==> config.mk <==
export PLATFORM = sky130hd
export DESIGN_NAME = fault_supervisor
export DESIGN_NICKNAME = d
export VERILOG_FILES = /design/src/hw/fault_sup_pkg.sv /design/src/hw/fault_supervisor.sv /design/src/hw/plaus_check.sv
export SDC_FILE = /design/constraint.sdc
export NUM_CORES = 1
export LEC_CHECK = 0
export BUFFER_PORTS_ARGS = -buffer_cell sky130_fd_sc_hd__buf_2
export CORE_ASPECT_RATIO = 1.1
export CORE_MARGIN = 2
export CORE_UTILIZATION = 60
export CTS_CLUSTER_SIZE = 12
export DETAILED_ROUTE_END_ITERATION = 10
export PLACE_DENSITY = 0.79
export SYNTH_ARGS = -nofsm -noshare
export SYNTH_HDL_FRONTEND = slang
export SYNTH_SLANG_ARGS = --single-unit
==> constraint.sdc <==
create_clock -name i_mclk -period 7 [get_ports i_mclk]
set_input_delay 0.35 -clock i_mclk [delete_from_list [all_inputs] [get_ports i_mclk]]
set_output_delay 0.35 -clock i_mclk [all_outputs]
set_load 0.02 [all_outputs]
==> src/hw/fault_sup_pkg.sv <==
// package: constants and carrier types for the suspension fault supervisor
package fault_sup_pkg;

  // ------------------------------------------------------------
  // timing
  // ------------------------------------------------------------
  localparam int unsigned CLK_HZ = 200_000_000;
  localparam int unsigned PLAUS_TIMEOUT_MS = 2000;
  localparam int unsigned PLAUS_TIMEOUT_CYC = PLAUS_TIMEOUT_MS * (CLK_HZ / 1000);
  localparam int unsigned FLASH_HALF_MS = 250;
  localparam int unsigned FLASH_HALF_CYC = FLASH_HALF_MS * (CLK_HZ / 1000);
  localparam int unsigned CNT_W = 32;
  localparam int unsigned HEIGHT_W = 12;
  localparam int unsigned MIN_RISE_DEF = 4;

  // ------------------------------------------------------------
  // fault source bit positions
  // ------------------------------------------------------------
  localparam int unsigned CAT1_W = 3;
  localparam int unsigned CAT1_ROM = 0;
  localparam int unsigned CAT1_RAM = 1;
  localparam int unsigned CAT1_RELAY = 2;
  localparam int unsigned CAT2_W = 5;
  localparam int unsigned CAT2_PARAM = 0;
  localparam int unsigned CAT2_CALIB = 1;
  localparam int unsigned CAT2_VALVE = 2;
  localparam int unsigned CAT2_AXLE_SENS = 3;
  localparam int unsigned CAT2_SENS_REF = 4;
  localparam int unsigned LOG_W = 10;
  localparam int unsigned LOG_PLAUS = 0;
  localparam int unsigned LOG_MINOR = 1;
  localparam int unsigned LOG_CAT1 = 2;
  localparam int unsigned LOG_CAT2 = 2 + CAT1_W;

  // CAN message kinds
  localparam logic [1:0] MSG_LEVEL = 2'h1;
  localparam logic [1:0] MSG_FAULT = 2'h2;

  typedef enum logic [2:0] {
    PL_IDLE = 3'h1,
    PL_WATCH = 3'h2,
    PL_ERROR = 3'h4
  } plaus_e;

  typedef struct packed {
    logic raise;
    logic lower;
  } level_cmd_s;

  typedef struct packed {
    logic button;
    logic raise;
    logic lower;
    logic axle_sel;
  } remote_s;

  typedef struct packed {
    logic valid;
    logic [1:0] kind;
    logic [LOG_W-1:0] faults;
    logic off_level;
  } can_msg_s;

endpackage

==> src/hw/fault_supervisor.sv <==
// top: fault classing, lamp drive, fault log and shutdown control
//
// Overview of operation
// - raise command expects height rise in time
// - plausibility error: steady lamp, log, abort control
// - ignition cycle or a remote button press releases plausibility
// - logged faults stay until explicit delete or ignition cycle
// - category I fault disables every function
// - category II keeps remote emergency raise/lower
// - category II sources: param, calib, valve, sensors
// - severe fault: flash lamp, log, shutdown except category II emergency
// - severe shutdown lifts only on ignition cycle
// - transient faults shown while present, always logged
// - report level warnings and faults as messages
// - remote silence is never a fault
// - warning lamp lit while off normal level
// - minor fault: steady lamp, log, limited function
// - flashing pattern overrides steady pattern
`timescale 1ns/1ps
module fault_supervisor #(
  parameter int unsigned PLAUS_TIMEOUT_CYC = fault_sup_pkg::PLAUS_TIMEOUT_CYC,
  parameter int unsigned FLASH_HALF_CYC = fault_sup_pkg::FLASH_HALF_CYC,
  parameter logic [fault_sup_pkg::HEIGHT_W-1:0] MIN_RISE = fault_sup_pkg::MIN_RISE_DEF[fault_sup_pkg::HEIGHT_W-1:0]
) (
  input wire logic i_mclk,
  input wire logic i_rst,
  input wire fault_sup_pkg::level_cmd_s i_cmd,
  input wire logic [fault_sup_pkg::HEIGHT_W-1:0] i_height,
  input wire logic i_at_normal,
  input wire fault_sup_pkg::remote_s i_remote,
  input wire logic i_air_ok,
  input wire logic [fault_sup_pkg::CAT1_W-1:0] i_cat1,
  input wire logic [fault_sup_pkg::CAT2_W-1:0] i_cat2,
  input wire logic i_minor,
  input wire logic i_log_delete,
  output logic o_fault_lamp,
  output logic o_warn_lamp,
  output logic o_control_en,
  output logic o_limited,
  output logic o_system_on,
  output fault_sup_pkg::level_cmd_s o_emerg_cmd,
  output logic o_axle_sel,
  output logic [fault_sup_pkg::LOG_W-1:0] o_fault_log,
  output fault_sup_pkg::can_msg_s o_can
);

  // all inputs here come from pins, so two flops before use
  localparam int unsigned TAIL_W = $bits(i_cat1) + $bits(i_cat2) + $bits(i_minor) + $bits(i_log_delete);
  localparam int unsigned SYNC_W = $bits(i_cmd) + $bits(i_remote) + $bits(i_at_normal) + $bits(i_air_ok) + TAIL_W;
  // level and air pins idle high; the chain resets to that idle so no
  // false off-level edge and no stray level message follow each ignition
  localparam logic [SYNC_W-1:0] SYNC_IDLE = SYNC_W'(2'h3) << TAIL_W;

  typedef struct packed {
    logic [SYNC_W-1:0] meta;
    logic [SYNC_W-1:0] sync;
    logic [fault_sup_pkg::HEIGHT_W-1:0] h_meta;
    logic [fault_sup_pkg::HEIGHT_W-1:0] h_sync;
    logic [fault_sup_pkg::CAT1_W-1:0] cat1_latch;
    logic [fault_sup_pkg::CAT2_W-1:0] cat2_latch;
    logic [fault_sup_pkg::CNT_W-1:0] flash_cnt;
    logic flash;
    logic btn_d;
    logic fault_lamp;
    logic warn_lamp;
    logic control_en;
    logic limited;
    logic system_on;
    fault_sup_pkg::level_cmd_s emerg_cmd;
    logic axle_sel;
    logic [fault_sup_pkg::LOG_W-1:0] log;
    logic [fault_sup_pkg::LOG_W-1:0] live_d;
    logic off_d;
    fault_sup_pkg::can_msg_s can;
  } sup_state_s;

  localparam sup_state_s RST_S = '{meta: SYNC_IDLE, sync: SYNC_IDLE, default: '0};

  sup_state_s s, next_s;

  logic [SYNC_W-1:0] raw;
  fault_sup_pkg::level_cmd_s cmd_s;
  fault_sup_pkg::remote_s rem_s;
  logic at_normal_s, air_ok_s, minor_s, del_s;
  logic [fault_sup_pkg::CAT1_W-1:0] cat1_s;
  logic [fault_sup_pkg::CAT2_W-1:0] cat2_s;
  logic plaus_err, btn_press, cat1_act, cat2_act, severe;
  logic [fault_sup_pkg::LOG_W-1:0] live;

  // ------------------------------------------------------------
  // pin synchronisers
  // ------------------------------------------------------------
  // order here fixes the bit positions that SYNC_IDLE relies on
  assign raw = {i_cmd, i_remote, i_at_normal, i_air_ok, i_cat1, i_cat2, i_minor, i_log_delete};
  assign {cmd_s, rem_s, at_normal_s, air_ok_s, cat1_s, cat2_s, minor_s, del_s} = s.sync;

  // ------------------------------------------------------------
  // plausibility
  // ------------------------------------------------------------
  // button press (rising edge) only, no supervision of the remote otherwise
  // the remote talks only now and then, so its silence proves nothing
  assign btn_press = rem_s.button & ~s.btn_d;

  plaus_check #(
    .TIMEOUT_CYC(PLAUS_TIMEOUT_CYC),
    .MIN_RISE(MIN_RISE)
  ) u_plaus (
    .i_mclk(i_mclk),
    .i_rst(i_rst),
    .i_cmd(cmd_s),
    .i_height(s.h_sync),
    .i_release(btn_press),
    .o_error(plaus_err)
  );

  // ------------------------------------------------------------
  // fault classing
  // ------------------------------------------------------------
  // severe faults latch until ignition cycle (reset) even once gone
  // so a fault that clears itself still blocks restart until then
  assign cat1_act = |(cat1_s | s.cat1_latch);
  assign cat2_act = |(cat2_s | s.cat2_latch);
  assign severe = cat1_act | cat2_act;
  // log order: plausibility, minor, category I, category II
  assign live = {cat2_s, cat1_s, minor_s, plaus_err};

  // one builder for both message kinds keeps their fields in step
  function automatic fault_sup_pkg::can_msg_s make_msg(input logic [1:0] kind,
      input logic [fault_sup_pkg::LOG_W-1:0] faults, input logic off_level);
    return '{valid: 1'h1, kind: kind, faults: faults, off_level: off_level};
  endfunction

  // ------------------------------------------------------------
  // next state
  // ------------------------------------------------------------

  always_comb begin
    next_s = s;
    next_s.meta = raw;
    next_s.sync = s.meta;
    next_s.h_meta = i_height;
    next_s.h_sync = s.h_meta;
    next_s.btn_d = rem_s.button;
    next_s.cat1_latch = s.cat1_latch | cat1_s;
    next_s.cat2_latch = s.cat2_latch | cat2_s;

    // flash runs free, so a new severe fault may start the lamp dark
    if (s.flash_cnt == fault_sup_pkg::CNT_W'(FLASH_HALF_CYC - 1)) begin
      next_s.flash_cnt = '0;
      next_s.flash = ~s.flash;
    end else begin
      next_s.flash_cnt = s.flash_cnt + 1'b1;
    end

    // lamp: flashing wins over steady
    if (severe) begin
      next_s.fault_lamp = s.flash;
    end else begin
      next_s.fault_lamp = plaus_err | minor_s;
    end
    next_s.warn_lamp = ~at_normal_s;

    // set wins over delete so a new fault is never lost
    if (del_s) begin
      next_s.log = live;
    end else begin
      next_s.log = s.log | live;
    end

    // no way back short of reset: ignition off/on is the only restart
    next_s.system_on = ~severe;
    // plausibility stops control only; lamps, log and messages keep going
    next_s.control_en = ~severe & ~plaus_err;
    next_s.limited = minor_s & ~severe;

    // emergency mode only under category II without category I
    // relay-class faults must keep every valve shut even with air up
    if (cat2_act && !cat1_act && air_ok_s) begin
      next_s.emerg_cmd.raise = rem_s.raise;
      next_s.emerg_cmd.lower = rem_s.lower & ~rem_s.raise;
      next_s.axle_sel = rem_s.axle_sel;
    end else begin
      next_s.emerg_cmd = '0;
      next_s.axle_sel = 1'b0;
    end

    // message on change of fault set or level state
    next_s.live_d = live;
    next_s.off_d = ~at_normal_s;
    next_s.can.valid = 1'b0;
    // a fault change wins the slot; the level state rides in off_level
    if (live != s.live_d) begin
      next_s.can = make_msg(fault_sup_pkg::MSG_FAULT, live, ~at_normal_s);
    end else if (~at_normal_s != s.off_d) begin
      next_s.can = make_msg(fault_sup_pkg::MSG_LEVEL, live, ~at_normal_s);
    end
  end

  // ------------------------------------------------------------
  // state register
  // ------------------------------------------------------------
  always_ff @(posedge i_mclk or posedge i_rst) begin
    if (i_rst) begin
      s <= RST_S;
    end else begin
      s <= next_s;
    end
  end

  // ------------------------------------------------------------
  // outputs
  // ------------------------------------------------------------
  assign o_fault_lamp = s.fault_lamp;
  assign o_warn_lamp = s.warn_lamp;
  assign o_control_en = s.control_en;
  assign o_limited = s.limited;
  assign o_system_on = s.system_on;
  assign o_emerg_cmd = s.emerg_cmd;
  assign o_axle_sel = s.axle_sel;
  assign o_fault_log = s.log;
  assign o_can = s.can;

endmodule // fault_supervisor

==> src/hw/plaus_check.sv <==
// plausibility checker: height response to one raise or lower command
`timescale 1ns/1ps
module plaus_check #(
  parameter int unsigned TIMEOUT_CYC = fault_sup_pkg::PLAUS_TIMEOUT_CYC,
  parameter logic [fault_sup_pkg::HEIGHT_W-1:0] MIN_RISE = fault_sup_pkg::MIN_RISE_DEF[fault_sup_pkg::HEIGHT_W-1:0]
) (
  input wire logic i_mclk,
  input wire logic i_rst,
  input wire fault_sup_pkg::level_cmd_s i_cmd,
  input wire logic [fault_sup_pkg::HEIGHT_W-1:0] i_height,
  input wire logic i_release,
  output logic o_error
);

  typedef struct packed {
    fault_sup_pkg::plaus_e st;
    logic up;
    logic [fault_sup_pkg::HEIGHT_W-1:0] start;
    logic [fault_sup_pkg::CNT_W-1:0] cnt;
  } pc_state_s;

  pc_state_s s, next_s;
  logic moved;

  // direction chosen per command: rise for raise, fall for lower
  always_comb begin
    if (s.up) begin
      moved = (i_height >= s.start) && ((i_height - s.start) >= MIN_RISE);
    end else begin
      moved = (s.start >= i_height) && ((s.start - i_height) >= MIN_RISE);
    end
  end

  always_comb begin
    next_s = s;
    unique case (s.st)
      fault_sup_pkg::PL_IDLE: begin
        if (i_cmd.raise || i_cmd.lower) begin
          next_s.st = fault_sup_pkg::PL_WATCH;
          next_s.up = i_cmd.raise;
          next_s.start = i_height;
          next_s.cnt = '0;
        end
      end
      fault_sup_pkg::PL_WATCH: begin
        if (moved || !(i_cmd.raise || i_cmd.lower)) begin
          next_s.st = fault_sup_pkg::PL_IDLE;
        end else if (s.cnt == fault_sup_pkg::CNT_W'(TIMEOUT_CYC - 1)) begin
          next_s.st = fault_sup_pkg::PL_ERROR;
        end else begin
          next_s.cnt = s.cnt + 1'b1;
        end
      end
      fault_sup_pkg::PL_ERROR: begin
        if (i_release) begin
          next_s.st = fault_sup_pkg::PL_IDLE;
        end
      end
      default: begin
        next_s.st = fault_sup_pkg::PL_IDLE;
      end
    endcase
  end

  always_ff @(posedge i_mclk or posedge i_rst) begin
    if (i_rst) begin
      s <= '{st: fault_sup_pkg::PL_IDLE, up: 1'b0, start: '0, cnt: '0};
    end else begin
      s <= next_s;
    end
  end

  assign o_error = (s.st == fault_sup_pkg::PL_ERROR);

endmodule // plaus_check

After elaboration in Yosys (flattened, before gate mapping)
Cells that the tools add are included.

storage, ports and cells
  flip-flop bits (word level) = 192
  bits in latches = 0
  RAM bits = 0
  bits in read-only memories = 0
  bits of input ports = 32
  output and inout bits = 32
  word-level logic and storage cells = 92
  memories = 0

operators by class
  $add $sub $neg = 4
  multiply operators = 0
  divide/modulo/power cells = 0
  order comparisons = 4
  eq/ne operators = 12
  shift operators = 0
  mux-type cells = 15
  bitwise operators = 15
  reductions and logical operators = 15

operators with widths
  operator               number
  $mux 32                3
  $add 32x1->32 const B  2
  $pmux 32 s2            1
  $mux 48                1
  $eq 32x26->1 const B   1
  $eq 32x29->1 const B   1
  $mux 14                2
  $ge 12x12->1           2
  $ge 12x3->1 const B    2
  $sub 12x12->12         2
  $mux 3                 4
  $mux 10                1
  $ne 10x10->1           1
  $or 10x10->10          1
  $pmux 3 s3             1
  $not 1->1              6
  $or 5x5->5             1
  $reduce_or 5->1        1
  $and 1x1->1            4
  $logic_and 1x1->1      4
  $ne 2x1->1 const B     2
  $ne 2x2->1 const B     2
  $reduce_and 4->1       1
  $reduce_bool 2->1      2
  13 further kinds       17

Longest topological paths before layout
Gate-level depths: netlist (run 1).

  depth after elaboration = 7
  mapped depth = 16
  gate-level depth less buffers = 11

Hierarchy
A second synthesis (run 1) with hierarchy kept.

unflattened totals
  cell total of the unflattened synthesis = 824
  area, all modules = 8878.5 sq um

by module, submodules not included
  module            instances  cells each  area an instance (sq um)  sequential area each (sq um)
  fault_supervisor  1          364         5098.6                    3608.5
  plaus_check       1          460         3779.9                    1202.4

Least setup slack after synthesis (run 1)
OpenSTA, ideal clock, no wires.

  path kind = register -> register
  from = register s[90] (netlist name)
  to = register u_plaus.s[20] (netlist name)
  data arrival time = 3038 ps
  data required time = 6867 ps
  path slack = 3829 ps
  cell stages (with the launch flop) = 17
  path buffers = 5
  period minus slack after synthesis = 3171 ps
  path through = dfrtp_1 -> inv_1 -> ha_1 -> buf_6 -> buf_6 -> nor4_2 -> a311oi_1 -> or4_1 -> a21oi_1 -> o2111ai_1 -> nor4_2 -> a31oi_1 -> buf_2 -> buf_6 -> buf_6 -> o311ai_2 -> o31ai_2

on the way
  longest elaborated chain between the ends = 7
  elaborated cells on any way between the ends = 12
  those cells by class = add/sub: 2; order compare: 4; eq/ne: 1; mux: 1; reduce/logical: 4

ends and longest elaborated chain
  element                               line                                  RTL
  start, declared                       fault_supervisor.sv:79                sup_state_s s, next_s;
  start signal, assigned                fault_supervisor.sv:206               s <= next_s;
  $sub 12x12->12 (on tied branches)     plaus_check.sv:30, plaus_check.sv:28
  $ge 12x3->1 (on tied branches)        plaus_check.sv:30, plaus_check.sv:28
  $logic_and 1x1->1 (on tied branches)  plaus_check.sv:30, plaus_check.sv:28
  $mux 1 *                              plaus_check.sv:27                     if (s.up) begin
  $logic_or 1x1->1 *                    plaus_check.sv:46                     if (moved || !(i_cmd.raise || i_cmd.lower)) begin
  $ne 2x2->1 (no line) *                n/a
  $reduce_and 4->1 (no line) *          n/a
  end signal, assigned                  plaus_check.sv:67                     s <= '{st: fault_sup_pkg::PL_IDLE, up: 1'b0, start: '0, cnt: '0};
  end signal, assigned                  plaus_check.sv:69                     s <= next_s;
  end, declared                         plaus_check.sv:22                     pc_state_s s, next_s;

Mark *: on every way between the ends. The rest lies on a longest branch, timed or not.
A chain may end at the register's enable or synchronous reset.

Final worst setup path (run 1)
  from = register s[90] (netlist name)
  to = register u_plaus.s[2] (netlist name)

Same word-level chain as after synthesis.

==> results.sh, run 1 <==
export IMPL_ys_ff_latch=192
export IMPL_vdd_drop_max_uv=191
export IMPL_row_count=46
export IMPL_cts_tree="done"
export IMPL_avgRoutedWirePerCell_um=17.0
export IMPL_grt_overflow_total=0
export IMPL_fill_cells=1016
export IMPL_clk_pin_slew_ns=0.08
export IMPL_syn_avg_cell_area_um2=10.9
export IMPL_setup_violations=0
export IMPL_drtPass1Iterations=5
export IMPL_numPortBuffers=63
export IMPL_drc=0
export IMPL_timing_final_max_slew_violations=0
export IMPL_ctsResizeCount=0
export IMPL_finalCritPeriodShare_pct=60.3
export IMPL_hpwl_mm=12.0
export IMPL_skew_ns=0.00981
export IMPL_grt_pass1_vias=6301
export IMPL_rsz0062_at_grt="no"
export IMPL_vias=6314
export IMPL_die_h_um=131
export IMPL_hold_class="in2reg"
export IMPL_finalHoldViolations=0
export IMPL_synth_ff_type="dfrtp_1"
export IMPL_drive_above_1_share_pct=16.1
export IMPL_async_flop_share_pct=100
export IMPL_first_iter_violations=413
export IMPL_die_area_mm2=0.0157
export IMPL_seqPwrFrac_pct=39.4
export IMPL_maxCapViolations=0
export IMPL_cts_buffers=17
export IMPL_setup_slack_ns=2.78
export IMPL_p_sw_share_pct=36.5
export IMPL_path_class="reg2reg"
export IMPL_ys_seq_area_share_pct=54.5
export IMPL_synth_largest_area_cell="dfrtp_1"
export IMPL_ant_nets=0
export IMPL_vias_per_cell=5.92
export IMPL_antenna_cells=0
export IMPL_synth_cell_types=66
export IMPL_switchingPower_mw=1.14
export IMPL_root_buffer="clkbuf_16"
export IMPL_synthTopCellsByArea="dfrtp_1, ha_1, nand2_1"
export IMPL_yosysMostFrequentCell="dfrtp_1"
export IMPL_cts_setup_buffers=0
export IMPL_insertion_delay_ns=0.44
export IMPL_cp_required_ns=7.33
export IMPL_ys_warn_count=0
export IMPL_startpoint_type="flop"
export IMPL_synth_edf_count=0
export IMPL_finalSetupTns_ns=0
export IMPL_wl_mm=18.1
export IMPL_synth_nets=869
export IMPL_synth_area_mm2=0.00883
export IMPL_pre_cts_ws_ns=2.89
export IMPL_finalNetCount=921
export IMPL_cts_sinks=192
export IMPL_worst_pin_slew_ns=1.32
export IMPL_synth_top_cell_area_share_pct=53.0
export IMPL_status="completed"
export IMPL_p_leak_nw=4.34
export IMPL_clock_path_buffers=2
export IMPL_cp_end_kind="flop"
export IMPL_antenna_found_initial=0
export IMPL_start_util_pct=61.4
export IMPL_core_mm2=0.0144
export IMPL_arrival_ns=4.55
export IMPL_slew_limit_headroom_pct=12.2
export IMPL_power_density_mw_per_mm2=314
export IMPL_pwr_share_comb_pct=27.9
export IMPL_power_frac_clock_pct=32.6
export IMPL_place_gp_congestion=0.895
export IMPL_grt_pass1_wl_mm=30.8
export IMPL_area_growth_pct=12.5
export IMPL_grt_start_max_net_pins=121
export IMPL_register_area_mm2=0.00481
export IMPL_multiInputGateArea_mm2=0.00355
export IMPL_synthTopCellsByCount="dfrtp_1, nand2_1, nor2_1"
export IMPL_cp_max_fo=28
export IMPL_p_int_mw=1.98
export IMPL_min_period_ns=4.22
export IMPL_pin_count=64
export IMPL_grt_usage_pct=24.3
export IMPL_fp_dieW_um=120
export IMPL_cts_htree_levels=4
export IMPL_fmax_ghz=0.237
export IMPL_synth_cells=810
[metrics by stage]
step / instance area (um2) / cells / power [mW] / utilization, % / hold WS (ns)
after floorplan: 8830 / 810 / 1.95 / - / 0.331
after global placement: 9100 / 1015 / 2.07 / 63.3 / 0.331
after detailed placement: 9100 / 1015 / 2.10 / 63.3 / 0.335
after CTS: 9930 / 1066 / 3.13 / 69.0 / 0.0000850
after global routing: 9940 / 1067 / 3.29 / 69.1 / 0.00221
final: 9940 / 1067 / 3.12 / 69.1 / 0.0136
[worst max-delay path, cell delays in order (launching register included)]
cell and delay (ns):
dfrtp_1 0.39, inv_1 0.06, ha_1 0.50, a21oi_1 0.41, o21ai_0 0.22, or3_1 0.40
a221oi_2 0.28, a31oi_1 0.13, buf_4 0.23, nand2b_1 0.61, or2_1 0.59, o31ai_1 0.31
[per-layer routing]
metal	GRT usage, %	share of wire, %	wire [um]	vias to the layer above
met2	40.0	51	9280	182
li1	-	-	-	2954
met1	32.3	43	7720	3149
met3	4.69	4.4	804	29
met5	0	0	0	-
met4	8.50	1.9	336	0
[area by class of cell]
class | instances | area share [%]
flip-flops and latches | 192 | 48.4
multi-input cells | 523 | 35.7
repair buffers | 87 | 5.49
clock buffers | 17 | 4.28
well taps | 192 | 2.42
clock inverters | 15 | 2.10
inverters | 41 | 1.60
[timing repair]
item,CTS,global route
endpoints found under the setup margin,0,0
hold buffers,19,1
endpoints found under the hold margin,19,1
[kinds of logic after synthesis]
logic type | share of synthesized area [%]
flops | 54.5
mux | 1.50
xor+xnor | 4.56
simple gates | 17.0
buf+inv | 5.74
compound gates | 13.0
fa+ha+maj | 3.82
[path summary, 6_finish.rpt]
path                                  to  slack, ns  cells after the start  startpoint
hold / removal               next_s[113]       0.01                      1   i_cat2[2]
min in group asynchronous  u_plaus.s[39]       0.14                      2       i_rst
max in group asynchronous  u_plaus.s[12]       5.30                      3       i_rst
setup / recovery            u_plaus.s[2]       2.78                     11       s[90]
hold reg to reg                    s[95]       0.35                      0  next_s[95]
setup reg to reg            u_plaus.s[2]       2.78                     11       s[90]
[registers in the layout, indices dropped and copies added (netlist names), 2 cells and up]
signal	cells
cat1_s	3
u_plaus.s	48
s	65
o_fault_log	10
next_s	31
o_can	14
cmd_s	2
o_emerg_cmd	2
rem_s	3
cat2_s	5
[power by group through the flow]
stage / clock (mW) / sequential (mW) / combinational [mW]
5_1_grt: 1.08 / 1.24 / 0.964
3_3_place_gp: 0 / 1.25 / 0.824
6_report: 1.02 / 1.23 / 0.873
3_5_place_dp: 0 / 1.25 / 0.844
2_1_floorplan: 0 / 1.24 / 0.708
4_1_cts: 1.04 / 1.23 / 0.862
[cell usage in the layout (no fill, tap or decap), types with 11 or more instances in the layout]
master,synthesis,layout
buf_2,9,63
inv_1,40,39
or4_1,19,19
ha_1,27,27
clkbuf_16,0,17
a21o_1,13,13
nand4_1,15,15
o21ai_0,28,27
xnor2_1,23,23
xor2_1,23,23
nor2_1,50,49
a21oi_1,42,42
nand2_1,59,59
dfrtp_1,187,187
o211ai_1,13,13
nand2b_1,11,11
dlygate4sd3_1,0,20
nand3_1,30,30
or3_1,12,12
o31ai_1,21,21
No activity file was read; power rests on OpenSTA's default activity.
==> run 2: changes to the inputs <==
clock period = 4.1 ns   (was 7 ns; I/O delays follow)
==> results.sh, run 2 (synthesis gave the netlist of run 1 again) <==
export IMPL_p_sw_share_pct=36.8
export IMPL_crit_slowest_cell="or4_1"
export IMPL_worst_pin_slew_ns=1.00
export IMPL_vias=6291
export IMPL_path_class="reg2reg"
export IMPL_grtUsageMet1_pct=31.2
export IMPL_setup_violations=0
export IMPL_worstHoldPathCells=0
export IMPL_switchingPower_mw=2.00
export IMPL_pwr_share_comb_pct=29.1
export IMPL_start_util_pct=61.4
export IMPL_vdd_drop_max_uv=470
export IMPL_fp_dieW_um=120
export IMPL_drive_above_1_share_pct=16.6
export IMPL_path_buf_inv=1
export IMPL_cp_max_fo=25
export IMPL_cp_num_cells=11
export IMPL_grt_pass1_wl_mm=30.7
export IMPL_clock_path_buffers=2
export IMPL_finalCritPeriodShare_pct=92.4
export IMPL_whs_ns=0.351
export IMPL_vias_per_cell=5.80
export IMPL_pin_count=64
export IMPL_cts_buffers=17
export IMPL_die_h_um=131
export IMPL_row_count=46
export IMPL_cp_end_kind="flop"
export IMPL_startpoint_type="flop"
export IMPL_worstPathCellList="inv_1 -> ha_1 -> nor4bb_1 -> a311oi_1 -> or4_1 -> a21oi_1 -> o2111ai_1 -> nor4_4 -> a31oi_4 -> or2_1 -> o31ai_1"
export IMPL_final_common_cell="dfrtp_1"
export IMPL_largest_register_ffs=65
export IMPL_skew_ns=0.0140
export IMPL_maxCapViolations=0
export IMPL_drc=0
export IMPL_hold_class="reg2reg"
export IMPL_cts_sinks=192
export IMPL_critical_path_max_stage_delay_ns=0.49
export IMPL_antenna_cells=0
export IMPL_min_period_ns=3.79
export IMPL_status="completed"
export IMPL_finalSetupTns_ns=0
export IMPL_hpwl_mm=11.9
export IMPL_core_mm2=0.0144
export IMPL_antenna_found_initial=0
export IMPL_power_frac_clock_pct=32.3
export IMPL_p_int_mw=3.44
export IMPL_cts_htree_levels=4
export IMPL_slew_limit_headroom_pct=32.5
export IMPL_clk_pin_slew_ns=0.08
export IMPL_use_met3_pct=4.21
export IMPL_timing_final_max_slew_violations=0
export IMPL_place_gp_congestion=0.904
export IMPL_grt_pass1_vias=6391
export IMPL_layout_common_cells="dfrtp_1, buf_2, nand2_1"
export IMPL_grt_usage_pct=24.3
export IMPL_grt_overflow_total=0
export IMPL_first_iter_violations=455
export IMPL_grt_start_max_net_pins=166
export IMPL_rsz0062_at_grt="no"
export IMPL_regMostFlops="s"
export IMPL_arrival_ns=4.12
export IMPL_drtPass1Iterations=5
export IMPL_rr_worst_depth=11
export IMPL_seqPwrFrac_pct=38.7
export IMPL_avgRoutedWirePerCell_um=16.9
export IMPL_insertion_delay_ns=0.44
export IMPL_die_area_mm2=0.0157
export IMPL_cts_tree="done"
export IMPL_cp_required_ns=4.43
export IMPL_total_power_mw=5.44
export IMPL_ant_nets=0
export IMPL_finalNetCount=939
export IMPL_p_leak_nw=4.43
export IMPL_finalHoldViolations=0
export IMPL_root_buffer="clkbuf_16"
export IMPL_fill_cells=1009
export IMPL_fmax_ghz=0.264
export IMPL_numPortBuffers=63
export IMPL_critPathTopFamily="simple AND/OR/NAND/NOR gates"
export IMPL_met2_usage_pct=41.9
export IMPL_top_usage_layer="met2"
export IMPL_power_density_mw_per_mm2=536
export IMPL_area_growth_pct=14.9
export IMPL_wl_mm=18.3
## run 2: timing repair
item,in CTS,in global routing
setup buffers,0,0
endpoints found under the hold margin,57,0
endpoints found under the setup margin,0,6
hold buffers,31,0
resized for setup,0,2
## run 2: worst paths after layout
kind                                       to       start  slack (ns)
worst max register to register  u_plaus.s[24]       s[89]        0.31
worst min-delay path                    s[93]  next_s[93]        0.35
worst max-delay path            u_plaus.s[24]       s[89]        0.31
min in group asynchronous          next_s[91]       i_rst        0.39
worst min register to register          s[93]  next_s[93]        0.35
max in group asynchronous       u_plaus.s[28]       i_rst        2.48
## run 2: layer usage
metal  up-vias  share of wire (%)
met5         -                  0
met2       158                 53
li1       3008                  -
met3        21                3.8
met1      3104                 42
met4         0                1.5
## run 2: cell type report
cell class	instances	area [um2]	area share [%]
sequential	192	4810	47.4
multi-input combinational	524	3580	35.2
timing repair buffer	104	713	7.02
clock buffer	17	425	4.19
tap	192	240	2.37
clock inverter	15	231	2.28
inverter	41	158	1.55
## run 2: stage by stage
step / util (%) / instances / cell area, um2 / setup slack [ns]
2_1_floorplan: - / 810 / 8840 / 0.929
3_3_place_gp: 63.6 / 1021 / 9160 / 0.453
3_5_place_dp: 63.6 / 1021 / 9160 / 0.300
4_1_cts: 70.4 / 1084 / 10100 / 0.206
5_1_grt: 70.6 / 1085 / 10200 / 0.0653
6_report: 70.6 / 1085 / 10200 / 0.311
## run 2: power by group through the flow
stage,combinational (mW),clock [mW],sequential (mW)
floorplan,1.21,0,2.12
global placement,1.42,0,2.13
detailed placement,1.47,0,2.14
CTS,1.51,1.79,2.11
global route,1.76,1.87,2.12
finish,1.58,1.76,2.11
## run 2: worst register-to-register path, cell delays in order (launching register included)
cell	delay (ns)
dfrtp_1	0.38
inv_1	0.05
ha_1	0.47
nor4bb_1	0.34
a311oi_1	0.08
or4_1	0.49
a21oi_1	0.14
o2111ai_1	0.17
nor4_4	0.43
a31oi_4	0.32
or2_1	0.49
o31ai_1	0.33
==> run 3: changes to the inputs <==
BUFFER_PORTS_ARGS = -buffer_cell sky130_fd_sc_hd__buf_4   (was -buffer_cell sky130_fd_sc_hd__buf_2)
SKIP_LAST_GASP = 1   (was not set)
==> results.sh, run 3 (synthesis gave the netlist of run 1 again) <==
export IMPL_path_class="reg2reg"
export IMPL_finalCritPeriodShare_pct=95.4
export IMPL_hold_class="reg2reg"
export IMPL_root_buffer="clkbuf_16"
export IMPL_slew_limit_headroom_pct=39.4
export IMPL_setup_slack_ns=0.187
export IMPL_grt_usage_pct=24.6
export IMPL_min_from="next_s[93]"
export IMPL_die_h_um=131
export IMPL_final_common_cell="dfrtp_1"
export IMPL_grt_start_max_net_pins=161
export IMPL_grt_pass1_wl_mm=31.2
export IMPL_p_sw_share_pct=36.4
export IMPL_worst_pin_slew_ns=0.907
export IMPL_insertion_delay_ns=0.45
export IMPL_timing_final_max_slew_violations=0
export IMPL_ant_nets=0
export IMPL_worstHoldPathCells=0
export IMPL_wl_mm=18.2
export IMPL_cp_end_kind="flop"
export IMPL_setup_violations=0
export IMPL_avgRoutedWirePerCell_um=16.8
export IMPL_cts_tree="done"
export IMPL_pre_cts_ws_ns=0.281
export IMPL_arrival_ns=4.28
export IMPL_fp_dieW_um=120
export IMPL_rr_startpoint="s[90]"
export IMPL_vias_per_cell=5.92
export IMPL_drtPass1Iterations=5
export IMPL_finalNetCount=937
export IMPL_finalHoldViolations=0
export IMPL_rr_worst_depth=12
export IMPL_place_gp_congestion=0.874
export IMPL_antenna_found_initial=0
export IMPL_antenna_cells=0
export IMPL_layout_common_cells="dfrtp_1, buf_4, nand2_1"
export IMPL_vias=6413
export IMPL_core_mm2=0.0144
export IMPL_pwr_share_comb_pct=28.7
export IMPL_rsz0062_at_grt="no"
export IMPL_row_count=46
export IMPL_area_growth_pct=16.5
export IMPL_min_period_ns=3.91
export IMPL_cts_sinks=192
export IMPL_largest_register_ffs=65
export IMPL_p_leak_nw=4.48
export IMPL_regMostFlops="s"
export IMPL_die_area_mm2=0.0157
export IMPL_p_int_mw=3.46
export IMPL_numPortBuffers=63
export IMPL_startpoint_type="flop"
export IMPL_first_iter_violations=442
export IMPL_clk_pin_slew_ns=0.08
export IMPL_pin_count=64
export IMPL_cp_max_fo=28
export IMPL_power_density_mw_per_mm2=529
export IMPL_vdd_drop_max_uv=393
export IMPL_regToRegEndpoint="u_plaus.s[14]"
export IMPL_total_power_mw=5.45
export IMPL_skew_ns=0.0147
export IMPL_min_to="s[93]"
export IMPL_finalSetupTns_ns=0
export IMPL_clock_path_buffers=2
export IMPL_drc=0
export IMPL_cts_buffers=17
export IMPL_grt_pass1_vias=6526
export IMPL_cp_required_ns=4.47
export IMPL_hpwl_mm=12.1
export IMPL_fmax_ghz=0.256
export IMPL_seqPwrFrac_pct=38.7
export IMPL_maxCapViolations=0
export IMPL_drive_above_1_share_pct=16.5
export IMPL_fill_cells=1014
export IMPL_power_frac_clock_pct=32.6
export IMPL_switchingPower_mw=1.98
export IMPL_cts_htree_levels=4
export IMPL_rrSetupSlack_ns=0.19
export IMPL_status="completed"
export IMPL_start_util_pct=61.4
export IMPL_grt_overflow_total=0
run 3: cell types whose count changed in the layout (fill, tap and decap cells not counted), sizes merged:
cell    before  now
a31oi        4    3
buf         73   72
clkinv       7    4
inv         48   51
run 3: final cells by class:
| class | count | area [um2] | share of cell area (%) |
|---|---|---|---|
| multi-input cells | 523 | 3550 | 34.5 |
| repair buffers | 103 | 876 | 8.51 |
| inverters | 41 | 158 | 1.53 |
| well taps | 192 | 240 | 2.33 |
| clock buffers | 17 | 425 | 4.13 |
| flip-flops and latches | 192 | 4810 | 46.8 |
| clock inverters | 15 | 226 | 2.20 |
run 3: worst max-delay path by stage:
stage          start             to  slack, ns  depth (start not counted)
6_report       s[90]  u_plaus.s[14]       0.19                         12
5_1_grt        s[90]  u_plaus.s[31]       0.01                         12
4_1_cts        s[90]  u_plaus.s[14]       0.25                         12
3_5_place_dp   s[90]  u_plaus.s[14]       0.28                         12
3_3_place_gp   s[90]  u_plaus.s[19]       0.46                         12
2_1_floorplan  s[90]  u_plaus.s[20]       0.93                         16
run 3: through the flow:
stage               instance area [um2]  hold slack, ns  utilization [%]  std cells
finish                            10300           0.351             71.5       1083
global route                      10300           0.359             71.5       1083
CTS                               10300           0.353             71.5       1083
detailed placement                 9320           0.314             64.8       1020
global placement                   9320           0.314             64.8       1020
floorplan                          8840           0.209                -        810
run 3: power groups by stage:
| stage | combinational, mW | clock [mW] | sequential [mW] |
|---|---|---|---|
| 6_report | 1.56 | 1.78 | 2.11 |
| 5_1_grt | 1.73 | 1.89 | 2.12 |
| 4_1_cts | 1.54 | 1.81 | 2.11 |
| 3_5_place_dp | 1.50 | 0 | 2.14 |
| 3_3_place_gp | 1.44 | 0 | 2.13 |
| 2_1_floorplan | 1.21 | 0 | 2.12 |
run 3: worst max-delay path, cell delays in order (launching register included):
cell and delay [ns]:
dfrtp_1 0.39, inv_1 0.05, ha_1 0.49, nor4_2 0.36, a311oi_1 0.10, or4_1 0.52, a21oi_1 0.14, o2111ai_1 0.16
nor4_2 0.38, a31oi_4 0.31, buf_12 0.26, or4_1 0.51, a21oi_1 0.16
run 3: routing by layer:
layer  share of wire [%]  GRT usage [%]  up-vias
li1                    -              -     2996
met1                  43           32.7     3212
met2                  52           41.5      176
met3                 4.1           3.99       29
met4                 1.5           7.97        0
met5                   0              0        -
run 3: what timing repair did:
item | in CTS | in global routing
setup endpoints to repair | 0 | 2
endpoints found under the hold margin | 62 | 0
hold buffers | 31 | 0
buffers inserted | 0 | 0
resized for setup | 0 | 1
